`src/rtl/i2c_tx_defines.vh`:
```
// Purpose: shared constants for the i2c page write transmitter
// Assumes: 25 MHz system clock
// Notes: definitions only
`ifndef I2C_TX_DEFINES_VH
`define I2C_TX_DEFINES_VH
// status bit positions
`define STAT_TXE_BIT 0
`define STAT_BUSY_BIT 1
`define STAT_NACK_BIT 2
// reset values
`define STAT_TXE_RESET 1'b1
// i2c timing: 100 kHz bus, quarter period in ns
`define CLK_PERIOD_NS 40
`define QUARTER_NS 2500
`define QUARTER_CYCLES (`QUARTER_NS / `CLK_PERIOD_NS)
// fifo shape
`define FIFO_WIDTH 9
`define FIFO_DEPTH 32
`endif

```
`src/rtl/i2c_page_writer.v`:
```
// Purpose: transmit side of an i2c master running eeprom page writes
// Assumes: firmware writes bytes via tx_write; one clock domain
// Notes: writes queue in a fifo; empty flag means queue and shifter idle
`timescale 1ns/10ps
`include "i2c_tx_defines.vh"
// Overview of operation
// - write to data register clears empty flag
// - loaded byte is shifted out on sda
// - byte done: set empty flag if the queue is empty, pulse interrupt
// - stop bit set: stop after the byte
// - stop ends the whole page transfer
// - stop bit clear: bus stays held
// - start then slave address register first
module i2c_page_writer #(
    parameter QUARTER = `QUARTER_CYCLES,
    parameter DEPTH = `FIFO_DEPTH
) (
    // clock and reset
    input wire clk,
    input wire nrst,
    // firmware side
    input wire tx_write,
    input wire [7:0] transmit_data_register,
    input wire [7:0] slave_address_register,
    input wire stop_after_write_bit,
    output reg transmit_empty_flag,
    output reg tx_irq,
    output reg nack_seen,
    output reg bus_busy,
    // i2c pins
    input wire scl_in,
    output reg scl_out,
    output reg scl_oe,
    input wire sda_in,
    output reg sda_out,
    output reg sda_oe
);
    localparam S_IDLE = 3'd0;
    localparam S_START = 3'd1;
    localparam S_BIT = 3'd2;
    localparam S_ACK = 3'd3;
    localparam S_NEXT = 3'd4;
    localparam S_STOP = 3'd5;

    reg [2:0] state_reg;
    reg [1:0] phase_reg;
    reg [15:0] tick_reg;
    reg [3:0] bit_reg;
    reg [7:0] shift_reg;
    reg addr_sent_reg;
    reg open_reg;
    reg stop_reg;
    reg [8:0] cur_reg;
    reg [2:0] sda_sync_reg;
    reg sda_level_reg;
    wire fifo_in_ready;
    wire fifo_valid;
    wire [8:0] fifo_data;
    reg fifo_pop;
    wire tick;
    wire sda_now;
    wire flag_on_done;

    // three stage sync; a new level counts once second and third agree,
    // otherwise the last agreed level is held so a glitch is not a nack
    always @(posedge clk or negedge nrst) begin
        if (!nrst) begin
            sda_sync_reg <= 3'b111;
            sda_level_reg <= 1'b1;
        end else begin
            sda_sync_reg <= {sda_sync_reg[1:0], sda_in};
            if (sda_sync_reg[2] == sda_sync_reg[1]) begin
                sda_level_reg <= sda_sync_reg[2];
            end
        end
    end
    assign sda_now = sda_level_reg;

    // queue holds the byte plus its stop bit, sampled at write time
    tx_fifo #(.WIDTH(`FIFO_WIDTH), .DEPTH(DEPTH), .AW(5)) u_fifo (
        .clk(clk),
        .nrst(nrst),
        .in_valid(tx_write),
        .in_ready(fifo_in_ready),
        .in_data({stop_after_write_bit, transmit_data_register}),
        .out_valid(fifo_valid),
        .out_ready(fifo_pop),
        .out_data(fifo_data)
    );

    assign tick = (tick_reg == QUARTER - 1);

    // a completion leaves the flag low while writes still wait in the queue
    assign flag_on_done = ~tx_write & ~fifo_valid;

    // quarter bit timer, free running while the engine is out of S_IDLE
    always @(posedge clk or negedge nrst) begin
        if (!nrst) begin
            tick_reg <= 16'h0000;
        end else if (state_reg == S_IDLE || tick) begin
            tick_reg <= 16'h0000;
        end else begin
            tick_reg <= tick_reg + 16'h0001;
        end
    end

    always @* begin
        fifo_pop = (state_reg == S_IDLE || state_reg == S_NEXT) && fifo_valid
                   && !(state_reg == S_NEXT && !tick);
    end

    // bit engine: four quarters per bit, scl high in quarter 2 only
    always @(posedge clk or negedge nrst) begin
        if (!nrst) begin
            state_reg <= S_IDLE;
            phase_reg <= 2'd0;
            bit_reg <= 4'd0;
            shift_reg <= 8'h00;
            addr_sent_reg <= 1'b0;
            open_reg <= 1'b0;
            stop_reg <= 1'b0;
            cur_reg <= 9'h000;
            scl_out <= 1'b1;
            scl_oe <= 1'b0;
            sda_out <= 1'b1;
            sda_oe <= 1'b0;
            transmit_empty_flag <= `STAT_TXE_RESET;
            tx_irq <= 1'b0;
            nack_seen <= 1'b0;
            bus_busy <= 1'b0;
        end else begin
            tx_irq <= 1'b0;
            bus_busy <= open_reg | (state_reg != S_IDLE);
            if (tx_write) begin
                transmit_empty_flag <= 1'b0;
            end
            case (state_reg)
            S_IDLE: begin
                if (fifo_valid) begin
                    cur_reg <= fifo_data;
                    // start plus address only when no frame is held
                    if (!open_reg) begin
                        shift_reg <= slave_address_register;
                        addr_sent_reg <= 1'b0;
                        state_reg <= S_START;
                    end else begin
                        shift_reg <= fifo_data[7:0];
                        addr_sent_reg <= 1'b1;
                        state_reg <= S_BIT;
                    end
                    phase_reg <= 2'd0;
                    bit_reg <= 4'd0;
                end
            end
            S_START: if (tick) begin
                phase_reg <= phase_reg + 2'd1;
                // sda falls while scl high, then scl drops
                case (phase_reg)
                2'd0: begin scl_out <= 1'b1; scl_oe <= 1'b1;
                      sda_out <= 1'b1; sda_oe <= 1'b1; end
                2'd1: sda_out <= 1'b0;
                2'd2: scl_out <= 1'b0;
                default: begin open_reg <= 1'b1; state_reg <= S_BIT; end
                endcase
            end
            S_BIT: if (tick) begin
                phase_reg <= phase_reg + 2'd1;
                case (phase_reg)
                2'd0: begin sda_oe <= 1'b1;
                      sda_out <= shift_reg[7]; end
                2'd1: scl_out <= 1'b1;
                2'd2: scl_out <= 1'b0;
                default: begin
                    shift_reg <= {shift_reg[6:0], 1'b0};
                    bit_reg <= bit_reg + 4'd1;
                    if (bit_reg == 4'd7) state_reg <= S_ACK;
                end
                endcase
            end
            S_ACK: if (tick) begin
                phase_reg <= phase_reg + 2'd1;
                // release sda so the slave can pull it low
                case (phase_reg)
                2'd0: sda_oe <= 1'b0;
                2'd1: scl_out <= 1'b1;
                2'd2: begin scl_out <= 1'b0;
                      if (sda_now) nack_seen <= 1'b1; end
                default: begin
                    bit_reg <= 4'd0;
                    if (!addr_sent_reg) begin
                        addr_sent_reg <= 1'b1;
                        shift_reg <= cur_reg[7:0];
                        state_reg <= S_BIT;
                    end else if (cur_reg[8]) begin
                        state_reg <= S_STOP;
                    end else begin
                        // hold scl low and keep the frame open
                        transmit_empty_flag <= flag_on_done;
                        tx_irq <= 1'b1;
                        state_reg <= S_IDLE;
                    end
                end
                endcase
            end
            S_STOP: if (tick) begin
                phase_reg <= phase_reg + 2'd1;
                // sda rises while scl high
                case (phase_reg)
                2'd0: begin sda_oe <= 1'b1; sda_out <= 1'b0; end
                2'd1: scl_out <= 1'b1;
                2'd2: sda_out <= 1'b1;
                default: begin
                    scl_oe <= 1'b0;
                    sda_oe <= 1'b0;
                    open_reg <= 1'b0;
                    transmit_empty_flag <= flag_on_done;
                    tx_irq <= 1'b1;
                    state_reg <= S_IDLE;
                end
                endcase
            end
            default: state_reg <= S_IDLE;
            endcase
        end
    end
endmodule

```
`src/rtl/tx_fifo.v`:
```
// Purpose: small synchronous fifo with valid/ready on both sides
// Assumes: single clock, depth is a power of two
// Notes: full and empty derive from a counter, no lookahead
`timescale 1ns/10ps
module tx_fifo #(
    parameter WIDTH = 9,
    parameter DEPTH = 32,
    parameter AW = 5
) (
    // clock and reset
    input wire clk,
    input wire nrst,
    // filling side
    input wire in_valid,
    output wire in_ready,
    input wire [WIDTH-1:0] in_data,
    // draining side
    output wire out_valid,
    input wire out_ready,
    output wire [WIDTH-1:0] out_data
);
    reg [WIDTH-1:0] mem [0:DEPTH-1];
    reg [AW-1:0] wr_ptr_reg;
    reg [AW-1:0] rd_ptr_reg;
    reg [AW:0] count_reg;
    wire push;
    wire pop;

    // honest flags; in_ready is offered, but the page writer leaves it unused
    assign in_ready = (count_reg != DEPTH[AW:0]);
    assign out_valid = (count_reg != {(AW+1){1'b0}});
    assign out_data = mem[rd_ptr_reg];
    assign push = in_valid & in_ready;
    assign pop = out_valid & out_ready;

    // storage has no reset, only pointers and count do
    always @(posedge clk) begin
        if (push) begin
            mem[wr_ptr_reg] <= in_data;
        end
    end

    // pointer and occupancy update
    always @(posedge clk or negedge nrst) begin
        if (!nrst) begin
            wr_ptr_reg <= {AW{1'b0}};
            rd_ptr_reg <= {AW{1'b0}};
            count_reg <= {(AW+1){1'b0}};
        end else begin
            if (push) begin
                wr_ptr_reg <= wr_ptr_reg + 1'b1;
            end
            if (pop) begin
                rd_ptr_reg <= rd_ptr_reg + 1'b1;
            end
            if (push & ~pop) begin
                count_reg <= count_reg + 1'b1;
            end else if (pop & ~push) begin
                count_reg <= count_reg - 1'b1;
            end
        end
    end
endmodule

```
`config.mk`:
```
export PLATFORM = sky130hd
export DESIGN_NAME = i2c_page_writer
export DESIGN_NICKNAME = d
export VERILOG_FILES = /design/src/rtl/i2c_page_writer.v /design/src/rtl/tx_fifo.v
export VERILOG_INCLUDE_DIRS = /design/src /design/src/rtl
export SDC_FILE = /design/constraint.sdc
export NUM_CORES = 1
export LEC_CHECK = 0
export BUFFER_PORTS_ARGS = -buffer_cell sky130_fd_sc_hd__buf_2
export CAP_MARGIN = 15
export CELL_PAD_IN_SITES_DETAIL_PLACEMENT = 1
export CELL_PAD_IN_SITES_GLOBAL_PLACEMENT = 2
export CORE_MARGIN = 2
export CORE_UTILIZATION = 30
export DETAILED_ROUTE_END_ITERATION = 16
export HOLD_SLACK_MARGIN = 0.1
export PLACE_DENSITY = 0.5
export SETUP_SLACK_MARGIN = 0.1
export SYNTH_ARGS = -nofsm -noshare
export SYNTH_HDL_FRONTEND = slang
export SYNTH_HIERARCHICAL = 1
export SYNTH_SLANG_ARGS = --single-unit
```
`constraint.sdc`:
```
create_clock -name clk -period 6.88 [get_ports clk]
set_clock_uncertainty 0.05 [all_clocks]
set_input_delay 1.032 -clock clk [delete_from_list [all_inputs] [get_ports clk]]
set_output_delay 1.032 -clock clk [all_outputs]
set_load 0.005 [all_outputs]
```
==> results of run 1 <==
[power groups by stage]
| stage | combinational (W) | sequential (W) | clock [W] |
|---|---|---|---|
| after global placement | 0.000697 | 0.00274 | 0 |
| after floorplan | 0.000529 | 0.00266 | 0 |
| after CTS | 0.000706 | 0.00270 | 0.00245 |
| after detailed placement | 0.000701 | 0.00274 | 0 |
| after global routing | 0.000769 | 0.00272 | 0.00251 |
| final | 0.000686 | 0.00269 | 0.00236 |
[metrics by stage]
step | utilization | cells | cell area [um^2] | setup slack (ns)
global placement | 0.320 | 1598 | 16100 | 2.61
CTS | 0.348 | 1671 | 17500 | 2.62
detailed placement | 0.320 | 1598 | 16100 | 2.66
floorplan | - | 939 | 15300 | 3.71
global route | 0.348 | 1671 | 17500 | 2.31
finish | 0.348 | 1671 | 17500 | 2.76
[worst paths after layout]
check	startpoint	endpoint	slack, ns	depth (start not counted)
worst max-delay path	tick_reg[2]	u_fifo/count_reg[5]	2.76	13
worst min-delay path	nrst	cur_reg[6]	0.25	1
worst max register to register	tick_reg[2]	u_fifo/count_reg[5]	2.76	13
worst min register to register	sda_sync_reg[0]	sda_sync_reg[1]	0.31	0
max in group asynchronous	nrst	u_fifo/rd_ptr_reg[0]	5.27	2
min in group clk	sda_sync_reg[0]	sda_sync_reg[1]	0.31	0
[routing by layer]
metal | global-route usage | wire [um] | vias up | part of all wire
met1 | 0.207 | 18500 | 4416 | 0.48
met2 | 0.239 | 18300 | 105 | 0.47
li1 | - | - | 3783 | -
met3 | 0.0229 | 1160 | 53 | 0.030
met4 | 0.0448 | 802 | 0 | 0.021
met5 | 0 | 0 | - | 0
[layout by cell type, fill, tap and decap left out, types with 8 or more instances in the layout]
master and instances:
nand4_1 14, clkbuf_16 43, o21ai_0 17, ha_1 18, dfrtp_1 63, a211oi_1 41, nand3_1 15, o22ai_1 9
bufinv_16 8, buf_4 11, clkbuf_1 11, mux4_1 14, mux4_2 42, o221ai_1 9, buf_2 27, a21oi_1 26
a22oi_1 10, nand2_1 51, xnor2_1 13, inv_1 19, mux2i_1 45, a22o_1 8, nor2_1 59, edfxtp_1 288
xor2_1 10, nor2b_1 14
[worst register-to-register path, stage by stage, from the launching register on]
cell and delay [ns]:
dfrtp_1 0.44, and4_1 0.50, nand4_2 0.37, a211oi_1 0.48
inv_1 0.10, a31oi_1 0.48, inv_1 0.09, ha_1 0.27
inv_1 0.24, ha_1 0.32, a211oi_1 0.25, a21oi_1 0.14
o21a_1 0.13, nor3_1 0.16
[layout make-up]
class                      count  area share
clock buffer                  55      0.0646
tap                          672      0.0480
timing repair buffer          39      0.0136
clock inverter                18      0.0179
sequential                   360       0.598
inverter                      22     0.00472
multi-input combinational    505       0.254
==> flow_summary.json, run 1 <==
{
  "status": "finished, final reports clean",
  "cts.sinks": 360,
  "setup-violations-final": 0,
  "cap_violations": 0,
  "cts_tree": "yes",
  "power.clock.fraction": 0.411,
  "rows": 82,
  "fin_hold_ws_ns": 0.252,
  "drt_iter0_markers": 535,
  "min_period_over_period": 0.598,
  "worstPathCellList": "and4_1 > nand4_2 > a211oi_1 > inv_1 > a31oi_1 > inv_1 > ha_1 > inv_1 > ha_1 > a211oi_1 > a21oi_1 > o21a_1 > nor3_1",
  "clkLatencyLatePin_ns": 0.56,
  "gr-total-overflow": 0,
  "worst_slew_pin_slew_ns": 1.05,
  "grt_pass1_vias": 8834,
  "crit_type": "reg2reg",
  "hpwlAfterDp_mm": 23.6,
  "critPathTopFamily": "compound AO/OA/AOI/OAI gates",
  "cts_setup_buffers": 0,
  "critPathRequiredTime_ns": 7.30,
  "synthCells": 939,
  "vias": 8357,
  "p_sw_frac": 0.254,
  "largest_reg_flops": 288,
  "hold_viol_final": 0,
  "routabilityCongestion": 0.690,
  "diodes": 0,
  "seqCellArea_um2": 10500,
  "max_freq_mhz": 243,
  "grtUsageTotal": 0.148,
  "syn_to_final_growth_pct": 14.5,
  "synth.cell_area_um2": 15300,
  "endpoint_kind": "flip-flop",
  "grt_antenna_before_repair": 0,
  "firstDrtPassIters": 4,
  "core_area_um2": 50300,
  "cts-root-buf": "clkbuf_16",
  "totalNegativeSetupSlack_ns": 0,
  "avgSynthCellArea_um2": 16.3,
  "ant_nets": 0,
  "cp.arrival_ns": 4.53,
  "drive_gt1_frac": 0.167,
  "hold_buffers": 0,
  "peakVddDrop_mv": 0.157,
  "multiInputGateArea_um2": 4440,
  "portBuffers": 28,
  "detail_route.wl_per_cell_um": 23.2,
  "hold_class": "in2async",
  "slew_headroom": 0.300,
  "io_pins": 30,
  "fin_crit_ns": 4.12,
  "path_common_cell": "inv_1",
  "crit_fanout": 11,
  "start_util": 0.304,
  "drt-total-wl_mm": 38.7,
  "layout.nets": 1012,
  "p_int_w": 0.00428,
  "numCtsBuffers": 43,
  "p_leak_nw": 6.07,
  "die-area_um2": 52800,
  "finalMaxSlewViolations": 0,
  "switchingPower_w": 0.00146,
  "seqPwrFrac": 0.469,
  "path_buf_inv": 3,
  "power_density_nw_per_um2": 328,
  "crit_slowest_cell": "and4_1",
  "start_kind": "flip-flop",
  "die_y_um": 230,
  "synth_fp_nets": 980,
  "combinationalPowerShare": 0.119,
  "synth_warnings": 6,
  "clockBufferDepth": 3,
  "cts.clk_slew.worst_paths_ns": 0.06,
  "max_stage_delay_ns": 0.50,
  "fp.dieW_um": 230,
  "grt_pass1_wl_mm": 58.5,
  "total_power_w": 0.00574,
  "grt_max_degree": 62,
  "cts_resized": 0,
  "cts_htree_levels": 2,
  "drc": 0,
  "routed_via_density": 5.00,
  "fillers": 5102,
  "rsz0062_at_grt": "no"
}
Power figures use the tool's default switching activity.
==> inputs of run 2 (changes only) <==
==> constraint.sdc (replaced) <==
create_clock -name clk -period 4 [get_ports clk]
set_clock_uncertainty 0.05 [all_clocks]
set_input_delay 0.6 -clock clk [delete_from_list [all_inputs] [get_ports clk]]
set_output_delay 0.6 -clock clk [all_outputs]
set_load 0.005 [all_outputs]
==> run 2 against run 1 <==
Die area unchanged. Clock power increased by 60%. Sequential power increased by 72%. Final cell count increased by 3.1%. Global-route usage increased by 0.43 points. Routed wire length increased by 1.4%. Critical path depth increased by 2. Design area increased by 1.7%. Via count increased by 0.90%. Non-clock buffer count increased by 50. Clock-buffer cell count decreased by 2. Worst hold slack got worse by 0.083 ns.
==> flow_summary.json, run 2 (same netlist as run 1, synthesis figures left out) <==
{
  "cts_htree_levels": 2,
  "detail_route.wl_per_cell_um": 22.8,
  "portBuffers": 28,
  "status": "finished, final reports clean",
  "numCtsBuffers": 42,
  "hold_path_startpoint": "tx_write",
  "die_y_um": 230,
  "start_kind": "flip-flop",
  "grt_pass1_wl_mm": 60.2,
  "syn_to_final_growth_pct": 16.5,
  "crit_slowest_cell": "dfrtp_1",
  "crit_type": "reg2reg",
  "hold_class": "in2reg",
  "drive_gt1_frac": 0.205,
  "p_leak_nw": 6.29,
  "fin_crit_ns": 3.42,
  "worst_slack_ns": 0.583,
  "fin_util": 0.354,
  "reg2reg_from": "tick_reg[1]",
  "power_density_nw_per_um2": 541,
  "start_util": 0.304,
  "ant_nets": 0,
  "slew_headroom": 0.451,
  "rows": 82,
  "layout.nets": 1061,
  "max_stage_delay_ns": 0.43,
  "hold_viol_final": 0,
  "rsz0062_at_grt": "no",
  "cp.arrival_ns": 3.85,
  "vias": 8432,
  "fp.dieW_um": 230,
  "grtUsageTotal": 0.153,
  "worstPathCellList": "inv_1 > ha_1 > nor3b_1 > nand4_2 > a211oi_2 > inv_1 > a31oi_1 > inv_1 > ha_1 > inv_1 > ha_1 > a211oi_1 > a21oi_1 > o21a_1 > nor3_1",
  "clockBufferDepth": 3,
  "cts.sinks": 360,
  "routed_via_density": 4.90,
  "totalNegativeSetupSlack_ns": 0,
  "cts.clk_slew.worst_paths_ns": 0.06,
  "clkLatencyLatePin_ns": 0.57,
  "critPathRequiredTime_ns": 4.44,
  "cts_setup_buffers": 0,
  "max_freq_mhz": 293,
  "layout_commonest_cell": "edfxtp_1",
  "peakVddDrop_mv": 0.373,
  "firstDrtPassIters": 4,
  "routabilityCongestion": 0.696,
  "cts_tree": "yes",
  "die-area_um2": 52800,
  "grt_antenna_before_repair": 0,
  "drc": 0,
  "crit_fanout": 7,
  "finalMaxSlewViolations": 0,
  "gr-total-overflow": 0,
  "final_cell_mix": "288 x edfxtp_1, 63 x dfrtp_1, 59 x nor2_1, 58 x buf_4, 51 x nand2_1",
  "io_pins": 30,
  "drt-total-wl_mm": 39.3,
  "cap_violations": 0,
  "min_period_over_period": 0.854,
  "cts-root-buf": "clkbuf_16",
  "drt_iter0_markers": 438,
  "path_common_cell": "inv_1",
  "hpwlAfterDp_mm": 25.0,
  "worst_slew_pin_slew_ns": 0.823,
  "dp_slack_ns": 0.413,
  "largest_reg_flops": 288,
  "core_area_um2": 50300,
  "crit_start": "tick_reg[1]",
  "endpoint_kind": "flip-flop",
  "grt_pass1_vias": 9287,
  "setup-violations-final": 0,
  "grt_max_degree": 39
}
## run 2: repair_timing
| action | 4_1_cts | 5_1_grt |
|---|---|---|
| setup endpoints to repair | 0 | 2 |
| resized for setup | 0 | 1 |
| hold buffers | 2 | 0 |
| endpoints found under the hold margin | 35 | 0 |
## run 2: worst max-delay path, delay by kind of cell (launching register included)
family / cells / cell delay (ns)
buffers and inverters: 4 / 0.46
adders and majority gates: 3 / 0.79
AOI/OAI and AO/OA: 5 / 1.06
DFF: 1 / 0.43
and+or+nand+nor: 3 / 0.56
## run 2: worst paths after layout
path                                             to  depth (start not counted)  slack (ns)
worst max-delay path            u_fifo/count_reg[5]                         15        0.58
worst min-delay path            transmit_empty_flag                          2        0.17
worst max register to register  u_fifo/count_reg[5]                         15        0.58
worst min register to register      sda_sync_reg[1]                          0        0.31
max in group asynchronous       transmit_empty_flag                          3        2.60
min in group asynchronous                cur_reg[1]                          2        0.53
## run 2: stage by stage
step	cells	hold WS (ns)	area, um^2	total power, W
2_1_floorplan	939	0.254	15300	0.00549
3_3_place_gp	1646	0.296	16400	0.00596
3_5_place_dp	1646	0.301	16400	0.00597
4_1_cts	1721	0.135	17800	0.00981
5_1_grt	1721	0.162	17800	0.0101
6_report	1722	0.169	17800	0.00963
## run 2: metal layers
| layer | GRT usage | wire (um) | vias up | share of wire |
|---|---|---|---|---|
| li1 | - | - | 3874 | - |
| met1 | 0.216 | 19100 | 4412 | 0.49 |
| met2 | 0.245 | 18500 | 103 | 0.47 |
| met3 | 0.0219 | 1100 | 43 | 0.028 |
| met4 | 0.0419 | 651 | 0 | 0.017 |
| met5 | 0 | 0 | - | 0 |
## run 2: cell type report
type	count	area, um^2
Clock buffer	53	1120
Multi-Input combinational cell	505	4450
Timing Repair Buffer	89	631
Sequential cell	360	10500
Fill cell	5145	32500
Antenna cell	1	2.50
Inverter	22	82.6
Tap cell	672	841
Clock inverter	20	219
## run 2: power breakdown
| group | switching [W] | total, W | leakage (nW) | internal, W |
|---|---|---|---|---|
| Clock | 0.00153 | 0.00377 | 0.657 | 0.00224 |
| Sequential | 0.000234 | 0.00462 | 3.48 | 0.00438 |
| Combinational | 0.000727 | 0.00124 | 2.15 | 0.000514 |
==> inputs of run 3 (changes only) <==
--- a/config.mk
+++ b/config.mk
@@ -18,5 +18,4 @@
 export SETUP_SLACK_MARGIN = 0.1
 export SYNTH_ARGS = -nofsm -noshare
 export SYNTH_HDL_FRONTEND = slang
-export SYNTH_HIERARCHICAL = 1
 export SYNTH_SLANG_ARGS = --single-unit
==> run 3 against run 2 <==
Global-route usage is 0.13 points lower. Worst hold slack got worse by 0.030 ns. Power up 26%. Area after synthesis fell by 3.1%. Die area is 3.0% lower. Synthesized cell count down 8.7%. Design area down 4.0%. Routed wire length fell by 5.5%. Non-clock buffer count is 41 lower. Sequential share of layout area grew 2.4 points. Register-to-register slack got worse by 0.12 ns. Largest cell class unchanged. Highest routed layer unchanged.
==> flow_summary.json, run 3 <==
{
  "status": "finished, final reports clean",
  "ys.flop_type": "edfxtp_1",
  "avgSynthCellArea_um2": 17.3,
  "numCtsBuffers": 42,
  "max_stage_delay_ns": 0.57,
  "yosysMostFrequentCell": "edfxtp_1",
  "detail_route.wl_per_cell_um": 23.2,
  "rsz0062_at_grt": "no",
  "synth.cell_area_um2": 14800,
  "slew_headroom": 0.287,
  "synth_top_cell_by_area": "edfxtp_1",
  "drt-total-wl_mm": 37.1,
  "ys_seq_elements": 360,
  "cts_htree_levels": 2,
  "cp.arrival_ns": 3.92,
  "synth_warnings": 0,
  "grt_antenna_before_repair": 0,
  "totalNegativeSetupSlack_ns": 0,
  "drc": 0,
  "peakVddDrop_mv": 0.359,
  "crit_fanout": 6,
  "finalMaxSlewViolations": 0,
  "grt_pass1_wl_mm": 56.8,
  "vias": 7887,
  "rows": 81,
  "die_y_um": 226,
  "synthCells": 857,
  "grtUsageTotal": 0.151,
  "synthArstFlopShare": 0.200,
  "layout_commonest_cell": "edfxtp_1",
  "core_area_um2": 48800,
  "total_power_w": 0.0121,
  "gr-total-overflow": 0,
  "grt_pass1_vias": 8728,
  "fin_crit_ns": 3.53,
  "synth_fp_nets": 897,
  "grt_max_degree": 76,
  "min_period_over_period": 0.883,
  "syn_to_final_growth_pct": 15.4,
  "diodes": 0,
  "ys_types": 66,
  "drt_iter0_markers": 491,
  "worstPathCellList": "inv_1 > ha_1 > nor4b_4 > nand4_4 > a2111oi_4 > inv_1 > ha_1 > inv_1 > ha_1 > a21o_1 > a21oi_1 > or4_1 > nand4_1 > xnor2_1",
  "drive_gt1_frac": 0.226,
  "clkLatencyLatePin_ns": 0.57,
  "clockBufferDepth": 3,
  "max_freq_mhz": 283,
  "final_cell_mix": "288 x edfxtp_1, 73 x nor2_1, 72 x mux4_2, 63 x dfrtp_1, 43 x clkbuf_16",
  "cts_setup_buffers": 0,
  "firstDrtPassIters": 4,
  "synth_top_area_frac": 0.583,
  "fin_hold_ws_ns": 0.139,
  "cts.sinks": 360,
  "routabilityCongestion": 0.722,
  "die-area_um2": 51200,
  "start_kind": "flip-flop",
  "io_pins": 30,
  "hold_viol_final": 0,
  "cts-root-buf": "clkbuf_16",
  "setup-violations-final": 0,
  "endpoint_kind": "flip-flop",
  "layout.nets": 947,
  "cts_tree": "yes",
  "ant_nets": 0,
  "routed_via_density": 4.93,
  "synth_edf_count": 288,
  "critPathRequiredTime_ns": 4.39,
  "hold_class": "in2async",
  "synthTopCellsByArea": "edfxtp_1 58%, dfrtp_1 11%, mux4_2 11%, nor2_1 1.8%, o22ai_1 1.6%",
  "portBuffers": 28,
  "cap_violations": 0,
  "worst_slew_pin_slew_ns": 1.07,
  "crit_type": "reg2reg",
  "power_density_nw_per_um2": 707,
  "p_leak_nw": 5.71,
  "yosysSeqAreaShare": 0.706,
  "start_util": 0.303,
  "synth.top_cells.by_count": "288 x edfxtp_1, 73 x nor2_1, 72 x mux4_2",
  "largest_reg_flops": 288,
  "crit_slowest_cell": "a2111oi_4",
  "cts.clk_slew.worst_paths_ns": 0.06,
  "fp.dieW_um": 226,
  "hpwlAfterDp_mm": 23.5
}
-- run 3: final cells by class --
type                       count  area (um^2)
inverter                      22         82.6
sequential                   360        10500
clock buffer                  49         1100
tap                          664          831
timing repair buffer          48          320
fill                        4959        31700
clock inverter                24          293
multi-input combinational    433         4010
-- run 3: final timing paths --
| path | from | endpoint | slack (ns) | cells past startpoint |
|---|---|---|---|---|
| setup / recovery | tick_reg[1] | u_fifo.count_reg[5] | 0.47 | 14 |
| hold / removal | nrst | tick_reg[13] | 0.14 | 1 |
| setup reg to reg | tick_reg[1] | u_fifo.count_reg[5] | 0.47 | 14 |
| hold reg to reg | sda_sync_reg[0] | sda_sync_reg[1] | 0.31 | 0 |
| max in group asynchronous | nrst | u_fifo.rd_ptr_reg[0] | 3.01 | 1 |
| min in group clk | tx_write | transmit_empty_flag | 0.15 | 2 |
-- run 3: kinds of logic after synthesis --
kind of cell	synth area share
DFF	0.706
and+or+nand+nor	0.0632
AOI/OAI and AO/OA	0.0529
muxes	0.125
buffers and inverters	0.0236
xor gates and xnor gates	0.0130
adders and majority gates	0.0164
-- run 3: stage by stage --
stage          cell area [um^2]  setup slack, ns   util  cells
6_report                  17100            0.467  0.350   1600
5_1_grt                   17100            0.171  0.350   1600
4_1_cts                   17100            0.420  0.350   1600
3_5_place_dp              15700            0.440  0.321   1526
3_3_place_gp              15700            0.466  0.321   1526
2_1_floorplan             14800            0.910      -    857
-- run 3: metal layers --
layer,global-route usage,vias up,wire [um]
met4,0.0480,0,945
met1,0.199,4187,16800
met3,0.0321,54,1460
li1,-,3520,-
met5,0,-,0
met2,0.250,126,17900
-- run 3: power by group --
group	internal (W)	leakage, nW	total, W	switching (W)
sequential	0.00446	3.49	0.00472	0.000258
combinational	0.00150	1.55	0.00345	0.00196
clock	0.00240	0.674	0.00392	0.00152
-- run 3: worst max-delay path, delay by kind of cell, from the launching register on --
| family | cells | cell delay, ns |
|---|---|---|
| buf+inv | 3 | 0.35 |
| simple gates | 4 | 0.79 |
| fa+ha+maj | 3 | 0.69 |
| flops | 1 | 0.40 |
| xor+xnor | 1 | 0.14 |
| compound gates | 3 | 1.00 |
-- run 3: what timing repair did --
| item | 4_1_cts | 5_1_grt |
|---|---|---|
| hold endpoints to repair | 1 | 0 |
| gates resized for setup | 0 | 0 |
| hold buffers | 1 | 0 |
